<file path="config.mk">
export PLATFORM = sky130hd
export DESIGN_NAME = scp_sample_timing
export DESIGN_NICKNAME = d
export VERILOG_FILES = /design/src/rtl/scp_pkg.sv /design/src/rtl/scp_frame_marker.sv /design/src/rtl/scp_sample_timing.sv
export SDC_FILE = /design/constraint.sdc
export NUM_CORES = 1
export LEC_CHECK = 0
export ABC_AREA = 0
export BUFFER_PORTS_ARGS = -buffer_cell sky130_fd_sc_hd__buf_2
export CAP_MARGIN = 0
export CORE_UTILIZATION = 55
export DETAILED_ROUTE_END_ITERATION = 8
export PLACE_DENSITY = 0.77
export SYNTH_ARGS = -nofsm -noshare
export SYNTH_HDL_FRONTEND = slang
export SYNTH_SLANG_ARGS = --single-unit
</file>
<file path="constraint.sdc">
create_clock -name clk -period 3.1 [get_ports clk]
set_clock_uncertainty 0.2 [all_clocks]
set_input_delay 0.31 -clock clk [delete_from_list [all_inputs] [get_ports clk]]
set_output_delay 0.31 -clock clk [all_outputs]
set_load 0.1 [all_outputs]
</file>
<file path="src/rtl/scp_pkg.sv">
package scp_pkg;
  // bus and datapath widths
  localparam int ADDR_W  = 8;
  localparam int DATA_W  = 8;
  localparam int PHASE_W = 6;
  localparam int PHASES  = 64;
  localparam int ADC_W   = 14;

  // register offsets
  localparam logic [7:0] OFS_MAIN_CFG     = 8'h00;
  localparam logic [7:0] OFS_SH_CTRL      = 8'h06;
  localparam logic [7:0] OFS_CLK_MON      = 8'h09;
  localparam logic [7:0] OFS_CLAMP_START  = 8'h20;
  localparam logic [7:0] OFS_CLAMP_END    = 8'h21;
  localparam logic [7:0] OFS_SAMPLE_START = 8'h22;
  localparam logic [7:0] OFS_SAMPLE_END   = 8'h23;

  // field positions and codes
  localparam int         MAIN_CDS_BIT   = 0;
  localparam int         SH_ENABLE_BIT  = 7;
  localparam int         MON_SEL_HI     = 4;
  localparam int         MON_SEL_LO     = 3;
  localparam logic [1:0] MON_SEL_PULSES = 2'h2;

  // reset values (baseline leaves sample-and-hold on)
  localparam logic [7:0] MAIN_CFG_RESET     = 8'h00;
  localparam logic [7:0] SH_CTRL_RESET      = 8'h80;
  localparam logic [7:0] CLK_MON_RESET      = 8'h00;
  localparam logic [7:0] CLAMP_START_RESET  = 8'h08;
  localparam logic [7:0] CLAMP_END_RESET    = 8'h10;
  localparam logic [7:0] SAMPLE_START_RESET = 8'h20;
  localparam logic [7:0] SAMPLE_END_RESET   = 8'h30;
  localparam logic [7:0] READ_UNMAPPED      = 8'h00;

  // phase and frame marker timing
  localparam logic [PHASE_W-1:0] PHASE_ZERO = 6'h00;
  localparam logic [PHASE_W-1:0] PHASE_LAST = 6'h3F;
  localparam int         BITCLK_CYCLES  = 8;
  localparam logic [1:0] MARK_BITS_ODD  = 2'h3;
  localparam logic [1:0] MARK_BITS_EVEN = 2'h2;
  localparam logic [1:0] MARK_BITS_SH   = 2'h3;
  localparam logic [1:0] MARK_BITS_NONE = 2'h0;
endpackage : scp_pkg

</file>
<file path="src/rtl/scp_frame_marker.sv">
module scp_frame_marker #(
  parameter int BIT_CYCLES = scp_pkg::BITCLK_CYCLES  // clk cycles per output bit clock
) (
  // clock and reset
  input  wire logic clk,
  input  wire logic rst_n,
  // pixel timing from the sampling stage
  input  wire logic pixelStart,
  input  wire logic markOdd,
  input  wire logic cdsMode,
  // serial frame pins
  output logic      outputBitClock,
  output logic      pixelFrameMarker
);
  import scp_pkg::*;

  localparam int               CNT_W    = $clog2(BIT_CYCLES);
  localparam logic [CNT_W-1:0] CNT_LAST = CNT_W'(BIT_CYCLES - 1);
  localparam logic [CNT_W-1:0] CNT_HALF = CNT_W'(BIT_CYCLES / 2);

  // whole state of the marker generator
  typedef struct packed {
    logic [CNT_W-1:0] divCnt;    // position inside one bit clock
    logic [1:0]       bitsLeft;  // bit periods the marker still stays high
    logic             bitClk;    // registered bit clock
    logic             marker;    // registered frame marker
  } scp_mark_state_t;

  localparam scp_mark_state_t MARK_RESET = '{divCnt: '0, bitsLeft: MARK_BITS_NONE,
                                             bitClk: 1'b1, marker: 1'b0};

  scp_mark_state_t st_reg;   // current state
  scp_mark_state_t st_next;  // next state

  // next state: divider and marker length
  always_comb
  begin
    st_next = st_reg;
    if (pixelStart)
    begin
      // width tells the path of the pixel
      st_next.divCnt = '0;
      if (!cdsMode)
        st_next.bitsLeft = MARK_BITS_SH;  // [RQ16]
      else if (markOdd)
        st_next.bitsLeft = MARK_BITS_ODD;  // [RQ14]
      else
        st_next.bitsLeft = MARK_BITS_EVEN;  // [RQ15]
    end
    else if (st_reg.divCnt == CNT_LAST)
    begin
      // end of one bit period
      st_next.divCnt = '0;
      if (st_reg.bitsLeft != MARK_BITS_NONE)
        st_next.bitsLeft = st_reg.bitsLeft - 2'h1;
    end
    else
      st_next.divCnt = st_reg.divCnt + 1'b1;
    st_next.bitClk = st_next.divCnt < CNT_HALF;
    st_next.marker = st_next.bitsLeft != MARK_BITS_NONE;
  end

  // state register, synchronous reset
  always_ff @(posedge clk)
  begin
    if (!rst_n)
      st_reg <= MARK_RESET;
    else
      st_reg <= st_next;
  end

  assign outputBitClock   = st_reg.bitClk;
  assign pixelFrameMarker = st_reg.marker;

  // marker widths per pixel kind
  a_marker_odd_width: assert property (@(posedge clk) disable iff (!rst_n)  // [RQ14]
    (pixelStart && cdsMode && markOdd) |=> pixelFrameMarker ##23 pixelFrameMarker ##1 !pixelFrameMarker)
    else $error("odd pixel marker not three bit periods");
  a_marker_even_width: assert property (@(posedge clk) disable iff (!rst_n)  // [RQ15]
    (pixelStart && cdsMode && !markOdd) |=> pixelFrameMarker ##15 pixelFrameMarker ##1 !pixelFrameMarker)
    else $error("even pixel marker not two bit periods");
  a_marker_sh_width: assert property (@(posedge clk) disable iff (!rst_n)  // [RQ16]
    (pixelStart && !cdsMode) |=> pixelFrameMarker ##23 pixelFrameMarker ##1 !pixelFrameMarker)
    else $error("sample-and-hold marker not three bit periods");
  c_even_marker: cover property (@(posedge clk) disable iff (!rst_n) pixelStart && cdsMode && !markOdd);
endmodule // scp_frame_marker

</file>
<file path="src/rtl/scp_sample_timing.sv">
// Notes on behaviour
// [RQ1] bit 0 of main config selects CDS
// [RQ2] S/H bit 7 must be off first
// [RQ3] reset values leave S/H mode active
// [RQ4] 64 phase edges per input clock period
// [RQ5] sample pulse from start to end edge
// [RQ6] clamp edges ignored in S/H mode
// [RQ7] start above end wraps into next period
// [RQ8] monitor code 10 routes pulses to pins
// [RQ9] CDS monitor shows odd clamp and sample
// [RQ10] CDS alternates even and odd networks
// [RQ11] both paths share one edge register set
// [RQ12] CDS result is reference minus video
// [RQ13] early sample edges delay to next period
// [RQ14] odd pixel marker high three bit clocks
// [RQ15] even pixel marker high two bit clocks
// [RQ16] S/H marker always three bit clocks
// [RQ17] host should widen pulses toward far edge
// [RQ18] pulse covers start through end inclusive
// [RQ19] path toggles once per clock period
module scp_sample_timing #(
  parameter int BIT_CYCLES = scp_pkg::BITCLK_CYCLES  // clk cycles per output bit clock
) (
  // clock and reset
  input  wire logic                        clk,
  input  wire logic                        rst_n,
  // decoded configuration access
  input  wire logic                        regWe,
  input  wire logic [scp_pkg::ADDR_W-1:0]  regAddr,
  input  wire logic [scp_pkg::DATA_W-1:0]  regWdata,
  output logic      [scp_pkg::DATA_W-1:0]  regRdata,
  // sensor levels, digitised
  input  wire logic [scp_pkg::ADC_W-1:0]   positiveSensorInput,
  input  wire logic [scp_pkg::ADC_W-1:0]   negativeSensorInput,
  // sampling network pulses
  output logic                             evenClampPulse,
  output logic                             evenSamplePulse,
  output logic                             oddPathClampPulse,
  output logic                             oddPathSamplingPulse,
  // mode and path status
  output logic                             cdsActive,
  output logic                             pathOdd,
  // monitor pins
  output logic                             monitorPinFirst,
  output logic                             monitorPinSecond,
  // pixel result
  output logic      [scp_pkg::ADC_W-1:0]   pixelResult,
  output logic                             resultValid,
  // serial frame pins
  output logic                             outputBitClock,
  output logic                             pixelFrameMarker
);
  import scp_pkg::*;

  // whole state of the timing block
  typedef struct packed {
    logic [DATA_W-1:0]  mainCfg;      // main configuration
    logic [DATA_W-1:0]  shCtrl;       // sample-and-hold control
    logic [DATA_W-1:0]  clkMon;       // clock monitor select
    logic [DATA_W-1:0]  clampStart;   // clamp start edge
    logic [DATA_W-1:0]  clampEnd;     // clamp end edge
    logic [DATA_W-1:0]  sampleStart;  // sample start edge
    logic [DATA_W-1:0]  sampleEnd;    // sample end edge
    logic [DATA_W-1:0]  rdata;        // read data
    logic [PHASE_W-1:0] phase;        // current phase edge
    logic               pathOdd;      // path of this period
    logic               clampOn;      // clamp pulse high
    logic               odd_path_clamp_pulse;     // clamp belongs to odd path
    logic               sampleOn;     // sample pulse high
    logic               odd_path_sampling_pulse;    // sample belongs to odd path
    logic [ADC_W-1:0]   refLevel;     // captured reference level
    logic [ADC_W-1:0]   result;       // last pixel result
    logic               resValid;     // result strobe
  } scp_time_state_t;

  localparam scp_time_state_t TIME_RESET = '{
    mainCfg:     MAIN_CFG_RESET,
    shCtrl:      SH_CTRL_RESET,  // [RQ3]
    clkMon:      CLK_MON_RESET,
    clampStart:  CLAMP_START_RESET,
    clampEnd:    CLAMP_END_RESET,
    sampleStart: SAMPLE_START_RESET,
    sampleEnd:   SAMPLE_END_RESET,
    rdata:       READ_UNMAPPED,
    phase:       PHASE_ZERO,
    pathOdd:     1'b0,
    clampOn:     1'b0,
    odd_path_clamp_pulse:    1'b0,
    sampleOn:    1'b0,
    odd_path_sampling_pulse:   1'b0,
    refLevel:    '0,
    result:      '0,
    resValid:    1'b0
  };

  scp_time_state_t    st_reg;        // current state
  scp_time_state_t    st_next;       // next state

  logic               cdsMode;       // CDS selected and S/H off
  logic               monSel;        // monitor shows pulses
  logic [PHASE_W-1:0] nextPhase;     // phase of next cycle
  logic [PHASE_W-1:0] clampStart6;   // clamp start index
  logic [PHASE_W-1:0] clampEnd6;     // clamp end index
  logic [PHASE_W-1:0] sampleStart6;  // sample start index
  logic [PHASE_W-1:0] sampleEnd6;    // sample end index
  logic               pathNext;      // path of next cycle
  logic               sampleLate;    // sample after clamp period
  logic               cStartHit;     // clamp begins next cycle
  logic               cEndHit;       // clamp ends this cycle
  logic               sStartHit;     // sample begins next cycle
  logic               sEndHit;       // sample ends this cycle
  logic               pixelStart;    // last phase of a period

  // mode decode: CDS only while S/H is off
  assign cdsMode = st_reg.mainCfg[MAIN_CDS_BIT] & ~st_reg.shCtrl[SH_ENABLE_BIT];  // [RQ1] [RQ2]
  assign monSel  = st_reg.clkMon[MON_SEL_HI:MON_SEL_LO] == MON_SEL_PULSES;

  // edge indices, one shared set for both paths
  assign clampStart6  = st_reg.clampStart[PHASE_W-1:0];  // [RQ11]
  assign clampEnd6    = st_reg.clampEnd[PHASE_W-1:0];
  assign sampleStart6 = st_reg.sampleStart[PHASE_W-1:0];
  assign sampleEnd6   = st_reg.sampleEnd[PHASE_W-1:0];

  // phase counter wraps at 64 edges
  assign nextPhase  = st_reg.phase + 6'h01;  // [RQ4]
  assign pixelStart = st_reg.phase == PHASE_LAST;

  // path flips at each period start, held even in S/H
  assign pathNext = cdsMode & (st_reg.pathOdd ^ (nextPhase == PHASE_ZERO));  // [RQ10] [RQ19]

  // sample edges below clamp edges: sample in next period
  assign sampleLate = cdsMode & (sampleStart6 < clampStart6) & (sampleEnd6 < clampEnd6);  // [RQ13]

  // pulse boundary detection, modulo 64 by construction
  assign cStartHit = cdsMode & (nextPhase == clampStart6);  // [RQ6]
  assign cEndHit   = st_reg.clampOn & (st_reg.phase == clampEnd6);  // [RQ18]
  assign sStartHit = nextPhase == sampleStart6;  // [RQ5]
  assign sEndHit   = st_reg.sampleOn & (st_reg.phase == sampleEnd6);  // [RQ5] [RQ7]

  // next state
  always_comb
  begin
    st_next          = st_reg;
    st_next.phase    = nextPhase;
    st_next.pathOdd  = pathNext;
    st_next.resValid = 1'b0;

    // clamp pulse, dropped at once when leaving CDS
    st_next.clampOn = cdsMode & (cStartHit | (st_reg.clampOn & ~cEndHit));  // [RQ6] [RQ18]
    if (cStartHit)
      st_next.odd_path_clamp_pulse = pathNext;  // [RQ10]

    // sample pulse, held across the period edge when wrapping
    st_next.sampleOn = sStartHit | (st_reg.sampleOn & ~sEndHit);  // [RQ7] [RQ18]
    if (sStartHit)
    begin
      // late sample pairs with previous period's clamp
      if (sampleLate)
        st_next.odd_path_sampling_pulse = ~pathNext;  // [RQ13]
      else
        st_next.odd_path_sampling_pulse = pathNext;  // [RQ10]
    end

    // reference captured as clamp closes
    if (cdsMode && cEndHit)
      st_next.refLevel = negativeSensorInput;  // [RQ12]

    // video captured as sample closes
    if (sEndHit)
    begin
      st_next.resValid = 1'b1;
      if (cdsMode)
        st_next.result = ADC_W'(st_reg.refLevel - negativeSensorInput);  // [RQ12]
      else
        st_next.result = ADC_W'(positiveSensorInput - negativeSensorInput);
    end

    // register read, one cycle latency
    case (regAddr)
      OFS_MAIN_CFG:     st_next.rdata = st_reg.mainCfg;
      OFS_SH_CTRL:      st_next.rdata = st_reg.shCtrl;
      OFS_CLK_MON:      st_next.rdata = st_reg.clkMon;
      OFS_CLAMP_START:  st_next.rdata = st_reg.clampStart;
      OFS_CLAMP_END:    st_next.rdata = st_reg.clampEnd;
      OFS_SAMPLE_START: st_next.rdata = st_reg.sampleStart;
      OFS_SAMPLE_END:   st_next.rdata = st_reg.sampleEnd;
      default:          st_next.rdata = READ_UNMAPPED;
    endcase

    // register write, unmapped addresses ignored
    if (regWe)
    begin
      case (regAddr)
        OFS_MAIN_CFG:     st_next.mainCfg     = regWdata;  // [RQ1]
        OFS_SH_CTRL:      st_next.shCtrl      = regWdata;  // [RQ2]
        OFS_CLK_MON:      st_next.clkMon      = regWdata;  // [RQ8]
        OFS_CLAMP_START:  st_next.clampStart  = regWdata;
        OFS_CLAMP_END:    st_next.clampEnd    = regWdata;
        OFS_SAMPLE_START: st_next.sampleStart = regWdata;
        OFS_SAMPLE_END:   st_next.sampleEnd   = regWdata;
        default:          st_next.rdata       = st_next.rdata;
      endcase
    end
  end

  // state register, synchronous reset
  always_ff @(posedge clk)
  begin
    if (!rst_n)
      st_reg <= TIME_RESET;
    else
      st_reg <= st_next;
  end

  // per-path pulses from shared pulse flops
  assign evenClampPulse       = st_reg.clampOn & ~st_reg.odd_path_clamp_pulse;  // [RQ11]
  assign oddPathClampPulse    = st_reg.clampOn & st_reg.odd_path_clamp_pulse;
  assign evenSamplePulse      = st_reg.sampleOn & ~st_reg.odd_path_sampling_pulse;
  assign oddPathSamplingPulse = st_reg.sampleOn & st_reg.odd_path_sampling_pulse;

  // monitor routing: odd path only in CDS
  always_comb
  begin
    monitorPinFirst  = 1'b0;
    monitorPinSecond = 1'b0;
    if (monSel && cdsMode)
    begin
      monitorPinFirst  = oddPathClampPulse;  // [RQ9]
      monitorPinSecond = oddPathSamplingPulse;  // [RQ9]
    end
    else if (monSel)
    begin
      monitorPinFirst  = st_reg.clampOn;  // [RQ8]
      monitorPinSecond = st_reg.sampleOn;  // [RQ8]
    end
  end

  // status and data outputs
  assign regRdata    = st_reg.rdata;
  assign cdsActive   = cdsMode;
  assign pathOdd     = st_reg.pathOdd;
  assign pixelResult = st_reg.result;
  assign resultValid = st_reg.resValid;

  // frame marker and bit clock
  scp_frame_marker #(
    .BIT_CYCLES (BIT_CYCLES)
  ) u_marker (
    .clk              (clk),
    .rst_n            (rst_n),
    .pixelStart       (pixelStart),
    .markOdd          (pathNext),  // [RQ14] [RQ15]
    .cdsMode          (cdsMode),
    .outputBitClock   (outputBitClock),
    .pixelFrameMarker (pixelFrameMarker)
  );

  // checks on timing and routing
  a_phase_wrap: assert property (@(posedge clk) disable iff (!rst_n)  // [RQ4]
    (st_reg.phase == PHASE_LAST) |=> (st_reg.phase == PHASE_ZERO) ##63 (st_reg.phase == PHASE_LAST))
    else $error("phase counter not 64 edges");
  a_clamp_sh_quiet: assert property (@(posedge clk) disable iff (!rst_n)  // [RQ6]
    !cdsMode |=> !st_reg.clampOn)
    else $error("clamp pulse active in sample-and-hold");
  a_path_toggle: assert property (@(posedge clk) disable iff (!rst_n)  // [RQ19]
    (cdsMode && pixelStart) |=> (st_reg.pathOdd != $past(st_reg.pathOdd)))
    else $error("path did not toggle at period start");
  a_path_steady: assert property (@(posedge clk) disable iff (!rst_n)  // [RQ10]
    (cdsMode && !pixelStart) |=> $stable(st_reg.pathOdd))
    else $error("path changed inside a period");
  a_sample_start: assert property (@(posedge clk) disable iff (!rst_n)  // [RQ5]
    sStartHit |=> st_reg.sampleOn && (st_reg.phase == $past(sampleStart6)))
    else $error("sample pulse not started at start edge");
  a_sample_end: assert property (@(posedge clk) disable iff (!rst_n)  // [RQ18]
    (sEndHit && !sStartHit) |=> !st_reg.sampleOn)
    else $error("sample pulse not ended after end edge");
  a_late_owner: assert property (@(posedge clk) disable iff (!rst_n)  // [RQ13]
    (sStartHit && sampleLate) |=> (st_reg.odd_path_sampling_pulse != st_reg.pathOdd))
    else $error("late sample not paired with previous period");
  a_monitor_route: assert property (@(posedge clk) disable iff (!rst_n)  // [RQ9]
    (monSel && cdsMode) |-> (monitorPinFirst == oddPathClampPulse)
                            && (monitorPinSecond == oddPathSamplingPulse))
    else $error("monitor pins not showing odd path");
  a_result_cds: assert property (@(posedge clk) disable iff (!rst_n)  // [RQ12]
    (cdsMode && sEndHit) |=> resultValid
      && (pixelResult == ADC_W'($past(st_reg.refLevel) - $past(negativeSensorInput))))
    else $error("CDS result not reference minus video");

  // clamp begins on its start edge
  a_clamp_start: assert property (@(posedge clk) disable iff (!rst_n)  // [RQ18]
    cStartHit |=> st_reg.clampOn && (st_reg.phase == $past(clampStart6)))
    else $error("clamp not started at start edge");

  // clamp drops after its end edge
  a_clamp_end: assert property (@(posedge clk) disable iff (!rst_n)  // [RQ18]
    (cEndHit && !cStartHit) |=> !st_reg.clampOn)
    else $error("clamp not ended after end edge");

  // clamp owned by the period it starts in
  a_clamp_owner: assert property (@(posedge clk) disable iff (!rst_n)  // [RQ10]
    cStartHit |=> (st_reg.odd_path_clamp_pulse == st_reg.pathOdd))
    else $error("clamp on wrong path");

  // in-period sample owned by that period
  a_sample_owner: assert property (@(posedge clk) disable iff (!rst_n)  // [RQ10]
    (sStartHit && !sampleLate) |=> (st_reg.odd_path_sampling_pulse == st_reg.pathOdd))
    else $error("sample on wrong path");

  // single path in sample-and-hold
  a_sh_one_path: assert property (@(posedge clk) disable iff (!rst_n)  // [RQ16]
    !cdsMode |=> !st_reg.pathOdd)
    else $error("odd path used in sample-and-hold");

  // s/h enable blocks cds
  a_sh_blocks_cds: assert property (@(posedge clk) disable iff (!rst_n)  // [RQ2]
    st_reg.shCtrl[SH_ENABLE_BIT] |-> !cdsActive)
    else $error("cds active with s/h on");

  // reset leaves s/h mode
  a_baseline_sh: assert property (@(posedge clk) disable iff (!rst_n)  // [RQ3]
    $rose(rst_n) |-> !cdsActive)
    else $error("cds active after reset");

  // monitor pins quiet unless selected
  a_monitor_off: assert property (@(posedge clk) disable iff (!rst_n)  // [RQ8]
    !monSel |-> !monitorPinFirst && !monitorPinSecond)
    else $error("monitor pins driven unselected");

  // marker rises with the period
  a_marker_phase: assert property (@(posedge clk) disable iff (!rst_n)  // [RQ14]
    $rose(pixelFrameMarker) |-> (st_reg.phase == PHASE_ZERO))
    else $error("marker not at period start");

  // result strobe follows a closed sample
  a_result_strobe: assert property (@(posedge clk) disable iff (!rst_n)  // [RQ12]
    resultValid |-> $past(sEndHit))
    else $error("result strobe without sample");

  // wrapping sample held across period edge
  a_sample_wrap: assert property (@(posedge clk) disable iff (!rst_n)  // [RQ7]
    (st_reg.sampleOn && pixelStart && (sampleStart6 > sampleEnd6)) |=> st_reg.sampleOn)
    else $error("wrapping sample cut at period edge");

  c_cds_odd_sample: cover property (@(posedge clk) disable iff (!rst_n) cdsMode && oddPathSamplingPulse);
  c_wrap_sample: cover property (@(posedge clk) disable iff (!rst_n)
    st_reg.sampleOn && (st_reg.phase == PHASE_ZERO) && (sampleStart6 > sampleEnd6));
  c_late_sample: cover property (@(posedge clk) disable iff (!rst_n) sStartHit && sampleLate);
  c_mon_sample: cover property (@(posedge clk) disable iff (!rst_n) monSel && monitorPinSecond);
endmodule // scp_sample_timing

</file>
==> results of run 1 <==
## cell type report
type | count | area, um2
flip-flops and latches | 111 | 2220
clock buffers | 11 | 141
multi-input cells | 513 | 3310
inverters | 30 | 116
repair buffers | 108 | 664
fillers | 880 | 3730
well taps | 136 | 170
clock inverters | 5 | 63.8
## metrics by stage
stage | hold slack (ns) | worst slack (ns) | util [%]
floorplan | 0.203 | 0.0603 | -
global placement | 0.212 | 0.296 | 60.5
detailed placement | 0.225 | 0.139 | 60.5
CTS | 0.0255 | 0.104 | 63.8
global route | 0.0354 | 0.000620 | 64.2
finish | 0.0400 | 0.228 | 64.2
## cells in the final DEF, fill, tap and decap left out, types with 8 or more instances in the layout
cell type and instances:
nor2b_1 8, xnor2_1 28, mux2i_1 40, and2_1 8, buf_4 13, a22oi_1 16
inv_1 28, nand3_1 46, dlygate4sd3_1 14, a221oi_1 9, nor2_1 61, nand2_1 106
xor2_1 10, buf_2 79, o21ai_0 17, clkbuf_8 10, a21oi_1 45, dfxtp_1 111
ha_1 26
## kinds of logic after synthesis
| group | Yosys count | share of synthesized area [%] |
|---|---|---|
| simple gates | 268 | 21.2 |
| compound gates | 135 | 14.9 |
| flops | 111 | 37.2 |
| buf+inv | 89 | 7.57 |
| mux | 44 | 7.45 |
| xor+xnor | 39 | 5.94 |
| fa+ha+maj | 27 | 5.77 |
## timing repair
item	in CTS	in global routing
gates resized for setup	0	4
setup endpoints to repair	0	4
buffers inserted	0	2
hold buffers	14	0
endpoints found under the hold margin	14	0
## report_power, final
part / switching (W) / total, W / internal (W) / leakage (nW)
combinational: 0.000184 / 0.000313 / 0.000129 / 1.89
clock: 0.000506 / 0.000909 / 0.000404 / 0.101
sequential: 0.0000107 / 0.00144 / 0.00143 / 0.895
## worst max-delay path, delay by kind of cell, from the launching register on
family,cells,cell delay [ns]
xor+xnor,1,0.16
simple gates,2,0.40
flops,1,0.38
mux,1,0.11
compound gates,4,0.65
fa+ha+maj,2,0.62
buf+inv,1,0.24
## metal layers
layer / global-route usage (%) / share of wire (%) / vias to the layer above / wire [um]
li1: - / - / 2543 / -
met1: 36.5 / 44 / 2426 / 6640
met2: 44.7 / 47 / 182 / 7000
met3: 6.74 / 7.4 / 25 / 1120
met4: 8.53 / 1.8 / 0 / 263
met5: 0 / 0 / - / 0
## worst paths after layout
kind,to,start,depth (start not counted),slack (ns)
hold reg to reg,u_marker.st_reg[4],u_marker.st_reg[4],1,0.24
setup reg to reg,pixelResult[10],st_reg[95],11,0.23
setup / recovery,pixelResult[10],st_reg[95],11,0.23
hold / removal,st_reg[102],regWdata[6],3,0.04
==> key figures, run 1 <==
Final layout
  – Layout Nets: ~850
  – Final cell count without fillers: between 900 and 1000
  – Area grow syn2layout: 11.9%
  – Layout cell share with drive strength beyond 1: 16.6%
  – Max reg flops: 56
  – Design Area, Final: roughly 6700 um2
  – # diodes: 0

Synthesis
  – Synth cell count leaders: dfxtp_1, nand2_1, nor2_1
  – Avg Inst Size Synth: around 8.4 um2
  – Top FF cell, synth: dfxtp_1
  – Post-synthesis sequential area ratio: roughly 37%
  – EDFF count, synth: 0
  – Post-synth design cell area: between 5000 and 6000 um2
  – Unique masters post-synth: 64
  – Yosys warning count: 0
  – Flops & latches, synth: around 110
  – Most numerous cell in the Yosys netlist: dfxtp_1
  – Gate count of the mapped netlist: between 700 and 800
  – Top cells by area, synth: dfxtp_1, mux2i_1, nand2_1
  – Synth top area share: a little under two fifths
  – Biggest area consumer among synthesized cells: dfxtp_1
  – Post-Syn Nets: about 800
  – Async SR Flop Fraction: 0%

STA
  – Final Max Slew Viols: 0
  – Fin crit share: approximately 93%
  – Final Critical Period: between 2 and 3 ns
  – Fmax: ~350 MHz
  – Worst rel slew slack: 53.3%
  – Final setup vio count: 0
  – Setup TNS: 0 ns
  – Final Hold Fails: 0
  – Unrepaired setup endpoints after global routing: yes
  – Slew @ Worst Pin: 0.699 ns

Worst setup path
  – Critical Path Sink Type: flip-flop
  – Crit path required time: ~3.2 ns
  – Critical path's slowest cell: fa_1
  – CP peak stage delay: about 0.4 ns
  – Critical-path maximum fanout: 20
  – CP Cell Sequence: nand2b_1 > buf_6 > mux2i_1 > ha_1 > fa_1 > nand2b_1 > a21oi_1 > a211oi_2 > o31ai_1 > xnor2_1 > o21ai_1
  – Most frequent CP cell: nand2b_1
  – Critical path type: flip-flop to flip-flop
  – Startpoint Class: flip-flop
  – Critical Path AT: just under 3 ns

Global routing
  – Gr ovfl total: 0
  – Initial antenna violation count: 0
  – First-pass GRT wire length: around 25000 um
  – Largest net degree at the start of global routing: 39
  – Vias in the first global route: ~5000
  – GRT Overall Usage: between 20 and 30%

CTS
  – CTS tree: built
  – Clock buffer count from CTS: 9
  – TritonCTS sink count: between 100 and 150
  – CTS H-tree lvls: 3
  – Latest clock arrival within the worst-skew pair: around 0.39 ns
  – CTS clk-pin slew, worst paths: roughly 0.11 ns
  – Longest Clk Path Bufs: 2
  – Root buffer cell: clkbuf_8

Drt
  – Wire length per cell: between 15 and 20 um
  – Vias: 5176
  – Total Routed Length: between 15000 and 20000 um
  – Post-DRT Antenna Nets: 0
  – Number of remaining DRC errors: 0
  – Vias per cell: 5.66
  – DRT Pass-1 Iters: 6
  – Iter 0 DRT Violations: about 350

Power and ir drop
  – Power Density: around 400 nW/um2
  – Pwr Total: 0.00267 W
  – VDD IR max: between 0.3 and 0.4 mV
  – Leakage power: 2.88 nW

Placed design
  – RD Place Congestion: about 0.9
  – IO Port Bufs: 79
  – Placed cell area: approximately 6300 um2
  – Cell count after placement: around 900
  – HPWL Detailed: ~11000 um

Floorplanning
  – Row cnt: 37
  – Initial Util: 57.4%
  – Die Width: roughly 110 um
  – Top Ports: 80
  – CORE AREA: about 10000 um2
  – Die height: approximately 110 um
  – Die Area: 11300 um2

Status
  – Outcome: completed

Min path
  – Worst hold-check path type: input port to flip-flop

Flow run
  – Max-Cap Viols: 0
Note: power is estimated with default switching activity, not from simulation.
==> run 2, diff against run 1 <==
- clock period: 3.1 -> 2.7 ns (I/O delays scaled with it)
==> run 2 against run 1 <==
Against the previous run:
- routed wire length increased by 3.1%
- cell count increased by 1.4%
- first-iteration DRC count increased by 15%
- worst hold slack got worse by 0.017 ns
- utilization increased by 2.5 points
- largest cell class unchanged
- global-route usage increased by 0.49 points
- sequential power increased by 15%
- maximum frequency increased by 10%
- critical path type unchanged
- design area increased by 3.9%
- register-to-register slack got worse by 0.14 ns
- combinational power increased by 34%
==> key figures, run 2 (synthesis results as in run 1) <==
Final layout
  – Layout Nets: 860
  – Commonest non-fill, non-tap cells in the layout: dfxtp_1, nand2_1, buf_2, nor2_1, nand3_1
  – Final core occ: 66.7%
  – # diodes: 0
  – Layout cell share with drive strength beyond 1: around 21%
  – Fillers: 835
  – Final cell count without fillers: between 900 and 1000
  – Area grow syn2layout: 16.2%
  – Commonest non-fill, non-tap cell in the layout: dfxtp_1
  – Max reg flops: 56

Power and ir drop
  – Switching power: 0.000834 W
  – P_int: 0.00229 W
  – Sw frac: approximately a quarter
  – Power Density: between 400 and 500 nW/um2
  – Comb pwr share: between 10% and 20%
  – VDD IR max: 0.450 mV
  – Clk pwr share: 33.4%
  – Leakage power: just under 3 nW
  – Pwr Total: just over 0.003 W
  – Part of the power in registers: a little over half

Min path
  – HP Start: regWdata[2]
  – Hold depth: 3
  – Hold Path Sink: st_reg[98]
  – Worst hold-check path type: input port to flip-flop

Drt
  – Iter 0 DRT Violations: 406
  – Wire length per cell: 16.7 um
  – Number of remaining DRC errors: 0
  – Vias per cell: between 5 and 6
  – DRT Pass-1 Iters: 5
  – Vias: approximately 5300
  – Total Routed Length: approximately 15000 um
  – Post-DRT Antenna Nets: 0

STA
  – Final setup vio count: 0
  – Worst rel slew slack: 65.0%
  – Hold_ws: 0.0235 ns
  – Fmax: approximately 380 MHz
  – Final Max Slew Viols: 0
  – Fin crit share: a little over nine tenths
  – Final Critical Period: ~2.6 ns
  – Slew @ Worst Pin: approximately 0.52 ns
  – Final Hold Fails: 0

Status
  – Outcome: completed

Global routing
  – Gr ovfl total: 0
  – GRT Overall Usage: roughly 28%
  – Initial antenna violation count: 0
  – Largest net degree at the start of global routing: 54
  – Vias in the first global route: between 5000 and 6000
  – First-pass GRT wire length: between 20000 and 30000 um

Floorplanning
  – Top Ports: 80
  – Row cnt: 37
  – Initial Util: 57.4%
  – CORE AREA: 10400 um2
  – Die Area: approximately 11000 um2
  – Die height: about 110 um
  – Die Width: around 110 um

CTS
  – TritonCTS sink count: 111
  – CTS tree: built
  – CTS clk-pin slew, worst paths: between 0.1 and 0.15 ns
  – Latest clock arrival within the worst-skew pair: roughly 0.38 ns
  – Longest Clk Path Bufs: 2
  – Root buffer cell: clkbuf_8
  – CTS H-tree lvls: 3
  – Clock buffer count from CTS: 9

Worst setup path
  – Critical Path AT: between 2 and 3 ns
  – Crit path required time: 2.78 ns
  – Critical Path Sink Type: flip-flop
  – Critical path type: flip-flop to flip-flop
  – Cells on worst reg2reg path: 12
  – Worst setup startpoint: st_reg[95]
  – FF-to-FF Start: st_reg[95]
  – Critical-path maximum fanout: 7
  – RR Endpoint: pixelResult[10]
  – Startpoint Class: flip-flop
  – R2R Setup Slk: approximately 0.091 ns

Placed design
  – RD Place Congestion: roughly 1.0
  – Cell count after placement: 888
  – HPWL Detailed: ~11000 um
  – IO Port Bufs: 79

Flow run
  – Max-Cap Viols: 0
run 2: changes by cell type in the layout (fill, tap and decap cells not counted), sizes merged:
cell and delta:
buf +11, dlygate4sd3 +2, clkbuf -1, clkinv +1
clkinvlp +1, inv -1
run 2: area by class of cell:
class                      count  area, um2  area share (%)
multi-input combinational    513       3450            49.7
sequential                   111       2230            32.0
timing repair buffer         121        779            11.2
tap                          136        170            2.45
clock buffer                  10        138            1.98
inverter                      30        116            1.67
clock inverter                 6       67.6           0.972
run 2: worst max-delay path by stage:
stage | to | cells past startpoint
finish | pixelResult[10] | 12
global route | pixelResult[11] | 11
CTS | pixelResult[12] | 12
detailed placement | pixelResult[12] | 11
global placement | pixelResult[12] | 11
floorplan | pixelResult[11] | 12
run 2: critical path, stage by stage, from the launching register on:
cell and delay [ns]:
dfxtp_2 0.34, nand2b_4 0.16, buf_4 0.17, mux2i_1 0.13, ha_2 0.19, fa_1 0.38
nand2b_4 0.17, a21oi_2 0.15, a211oi_2 0.07, buf_4 0.16, o31ai_4 0.17, xnor2_1 0.14
o21ai_1 0.07
run 2: metal layers:
| layer | vias to the layer above | wire, um | part of all wire (%) | track usage [%] |
|---|---|---|---|---|
| met5 | - | 0 | 0 | 0 |
| met1 | 2469 | 6660 | 43 | 36.6 |
| met3 | 37 | 1110 | 7.2 | 6.87 |
| met4 | 0 | 364 | 2.4 | 10.8 |
| li1 | 2577 | - | - | - |
| met2 | 231 | 7360 | 47 | 45.1 |
run 2: per-stage QoR:
stage	setup slack, ns	area [um2]	TNS (ns)
after global placement	-0.0179	6380	-0.0179
after floorplan	0.0680	5990	0
after detailed placement	-0.170	6380	-0.434
after CTS	0.0586	6760	0
after global routing	-0.0171	6950	-0.0565
final	0.0915	6950	0
run 2: repair_timing:
item	4_1_cts	5_1_grt
endpoints found under the setup margin	4	8
pin swaps	2	8
setup buffers	0	6
hold buffers	16	0
gates resized for setup	6	27
gates cloned	0	1
endpoints found under the hold margin	17	0
run 2: power by group through the flow:
| stage | registers, W | logic, W | clock network [W] |
|---|---|---|---|
| finish | 0.00166 | 0.000419 | 0.00104 |
| global route | 0.00166 | 0.000452 | 0.00113 |
| CTS | 0.00166 | 0.000365 | 0.00106 |
| detailed placement | 0.00170 | 0.000340 | 0 |
| global placement | 0.00170 | 0.000329 | 0 |
| floorplan | 0.00170 | 0.000223 | 0 |
==> run 3, diff against run 2 <==
- CORE_UTILIZATION: 55 -> 58
- PLACE_DENSITY: 0.77 -> 0.8
- TNS_END_PERCENT: not set -> 100
==> run 3 against run 2 <==
Against the previous run:
- critical path depth fell by 1
- non-clock buffer count fell by 1
- utilization rose by 3.1 points
- via count rose by 0.36%
- register-to-register slack barely moved
- power rose by 2.0%
- sequential power barely moved
- first-iteration DRC count rose by 3.0%
- flip-flop and latch count did not move
- global-route usage rose by 1.7 points
- highest routed layer unchanged
==> key figures, run 3 (synthesis results as in run 1) <==
Status
  – Outcome: completed

Final layout
  – # diodes: 0
  – Final core occ: 69.8%
  – Layout Nets: between 800 and 900
  – Design Area, Final: between 6000 and 7000 um2
  – Area grow syn2layout: 15.2%
  – Layout cell share with drive strength beyond 1: a little under a fifth
  – Max reg flops: 56
  – Fillers: 790
  – Commonest non-fill, non-tap cell in the layout: dfxtp_1
  – Commonest non-fill, non-tap cells in the layout: dfxtp_1, nand2_1, buf_2, nor2_1, nand3_1

Worst setup path
  – Critical Path Sink Type: flip-flop
  – Critical Path Stages: 11
  – CP top delay family: adder cells
  – R2R Setup Slk: ~0.093 ns
  – Worst path bufs/invs: 1
  – CP Cell Sequence: nand2b_2 > buf_12 > mux2i_1 > ha_1 > fa_1 > nand2b_4 > a21oi_4 > a211oi_4 > o31ai_2 > xnor2_1 > o21ai_1
  – CP peak stage delay: around 0.4 ns
  – Critical-path maximum fanout: 20
  – Crit path required time: 2.79 ns
  – Critical path's slowest cell: fa_1
  – Cells on worst reg2reg path: 11
  – Critical Path AT: around 2.7 ns
  – Startpoint Class: flip-flop
  – Critical path type: flip-flop to flip-flop

CTS
  – Root buffer cell: clkbuf_8
  – CTS clk-pin slew, worst paths: ~0.1 ns
  – Latest clock arrival within the worst-skew pair: ~0.39 ns
  – CTS H-tree lvls: 3
  – Clock buffer count from CTS: 9
  – Longest Clk Path Bufs: 2
  – CTS tree: built
  – TritonCTS sink count: 111
  – Post-CTS Repair Setup Buffers: 0

STA
  – Slack of the critical path: slightly above 0.09 ns
  – Fin crit share: a little over nine tenths
  – Final Critical Period: 2.61 ns
  – Final Max Slew Viols: 0
  – Final Hold Fails: 0
  – Slew @ Worst Pin: approximately 0.50 ns
  – Final setup vio count: 0
  – Worst rel slew slack: 66.9%
  – Fmax: around 380 MHz

Floorplanning
  – Die height: around 100 um
  – CORE AREA: roughly 9900 um2
  – Row cnt: 36
  – Die Width: just over 100 um
  – Initial Util: between 60% and 70%
  – Top Ports: 80
  – Die Area: around 11000 um2

Placed design
  – HPWL Detailed: roughly 11000 um
  – RD Place Congestion: about 0.94
  – IO Port Bufs: 79
  – Pre-CTS setup slack: -0.101 ns
  – Placed cell area: roughly 6400 um2

Drt
  – Number of remaining DRC errors: 0
  – Vias: around 5300
  – Vias per cell: ~5.8
  – DRT Pass-1 Iters: 5
  – Total Routed Length: roughly 16000 um
  – Post-DRT Antenna Nets: 0
  – Wire length per cell: around 17 um
  – Iter 0 DRT Violations: roughly 420

Global routing
  – Largest net degree at the start of global routing: 58
  – Gr ovfl total: 0
  – Initial antenna violation count: 0
  – First-pass GRT wire length: 25600 um
  – Vias in the first global route: about 5300
  – GRT Overall Usage: between 20% and 30%

Power and ir drop
  – Sw frac: about 26%
  – Clk pwr share: approximately a third
  – P_int: approximately 0.0024 W
  – Part of the power in registers: between 50% and 60%
  – Leakage power: 2.98 nW
  – Power Density: between 400 and 500 nW/um2
  – VDD IR max: about 0.50 mV
  – Switching power: roughly 0.0008 W
  – Comb pwr share: about an eighth

Min path
  – Worst hold-check path type: input port to flip-flop
  – Hold depth: 3

Flow run
  – Max-Cap Viols: 0
## run 3: cell types whose count changed in the layout (fill, tap and decap cells not counted), sizes merged
cell,before,now
inv,30,31
clkinvlp,3,0
buf,105,101
clkbuf,10,11
dlygate4sd3,16,19
bufinv,1,2
## run 3: power by group through the flow
stage,Sequential (W),Combinational [W],Clock (W)
global route,0.00166,0.000439,0.00119
floorplan,0.00170,0.000223,0
global placement,0.00169,0.000343,0
finish,0.00166,0.000406,0.00112
CTS,0.00166,0.000377,0.00113
detailed placement,0.00170,0.000352,0
## run 3: cell type report
class / count / area (um2) / area share [%]
clock buffer: 11 / 141 / 2.05
clock inverter: 5 / 78.8 / 1.14
inverter: 30 / 113 / 1.63
multi-input combinational: 513 / 3370 / 49.0
sequential: 111 / 2220 / 32.3
tap: 133 / 166 / 2.42
timing repair buffer: 120 / 795 / 11.5
## run 3: per-layer routing
metal / track usage [%] / vias to the layer above / part of all wire, %
met2: 49.8 / 166 / 48
met4: 13.0 / 0 / 2.5
met5: 0 / - / 0
met3: 6.73 / 35 / 5.2
li1: - / 2577 / -
met1: 36.9 / 2555 / 44
## run 3: worst paths after layout
check                             to          startpoint
hold reg to reg   u_marker.st_reg[4]  u_marker.st_reg[4]
hold / removal            st_reg[92]         regWdata[4]
setup / recovery     pixelResult[10]          st_reg[95]
setup reg to reg     pixelResult[10]          st_reg[95]
## run 3: per-stage QoR
stage	hold WS, ns	TNS [ns]	power (W)	instances
after floorplan	0.195	0	0.00192	713
after global placement	0.211	0	0.00204	888
after detailed placement	0.226	-0.230	0.00205	888
after CTS	0.00339	-0.00261	0.00317	923
after global routing	0.0118	-0.0250	0.00329	923
final	0.0250	0	0.00318	923
## run 3: worst register-to-register path: cells and delay by family, from the launching register on
family	cells	cell delay, ns
fa+ha+maj	2	0.62
compound gates	4	0.54
simple gates	2	0.38
flops	1	0.32
buf+inv	1	0.17
xor+xnor	1	0.15
mux	1	0.14
## run 3: repair_timing
| action | 4_1_cts | 5_1_grt |
|---|---|---|
| pin swaps | 1 | 4 |
| resized for setup | 1 | 15 |
| hold buffers | 19 | 0 |
| setup endpoints to repair | 3 | 6 |
| hold endpoints to repair | 27 | 0 |
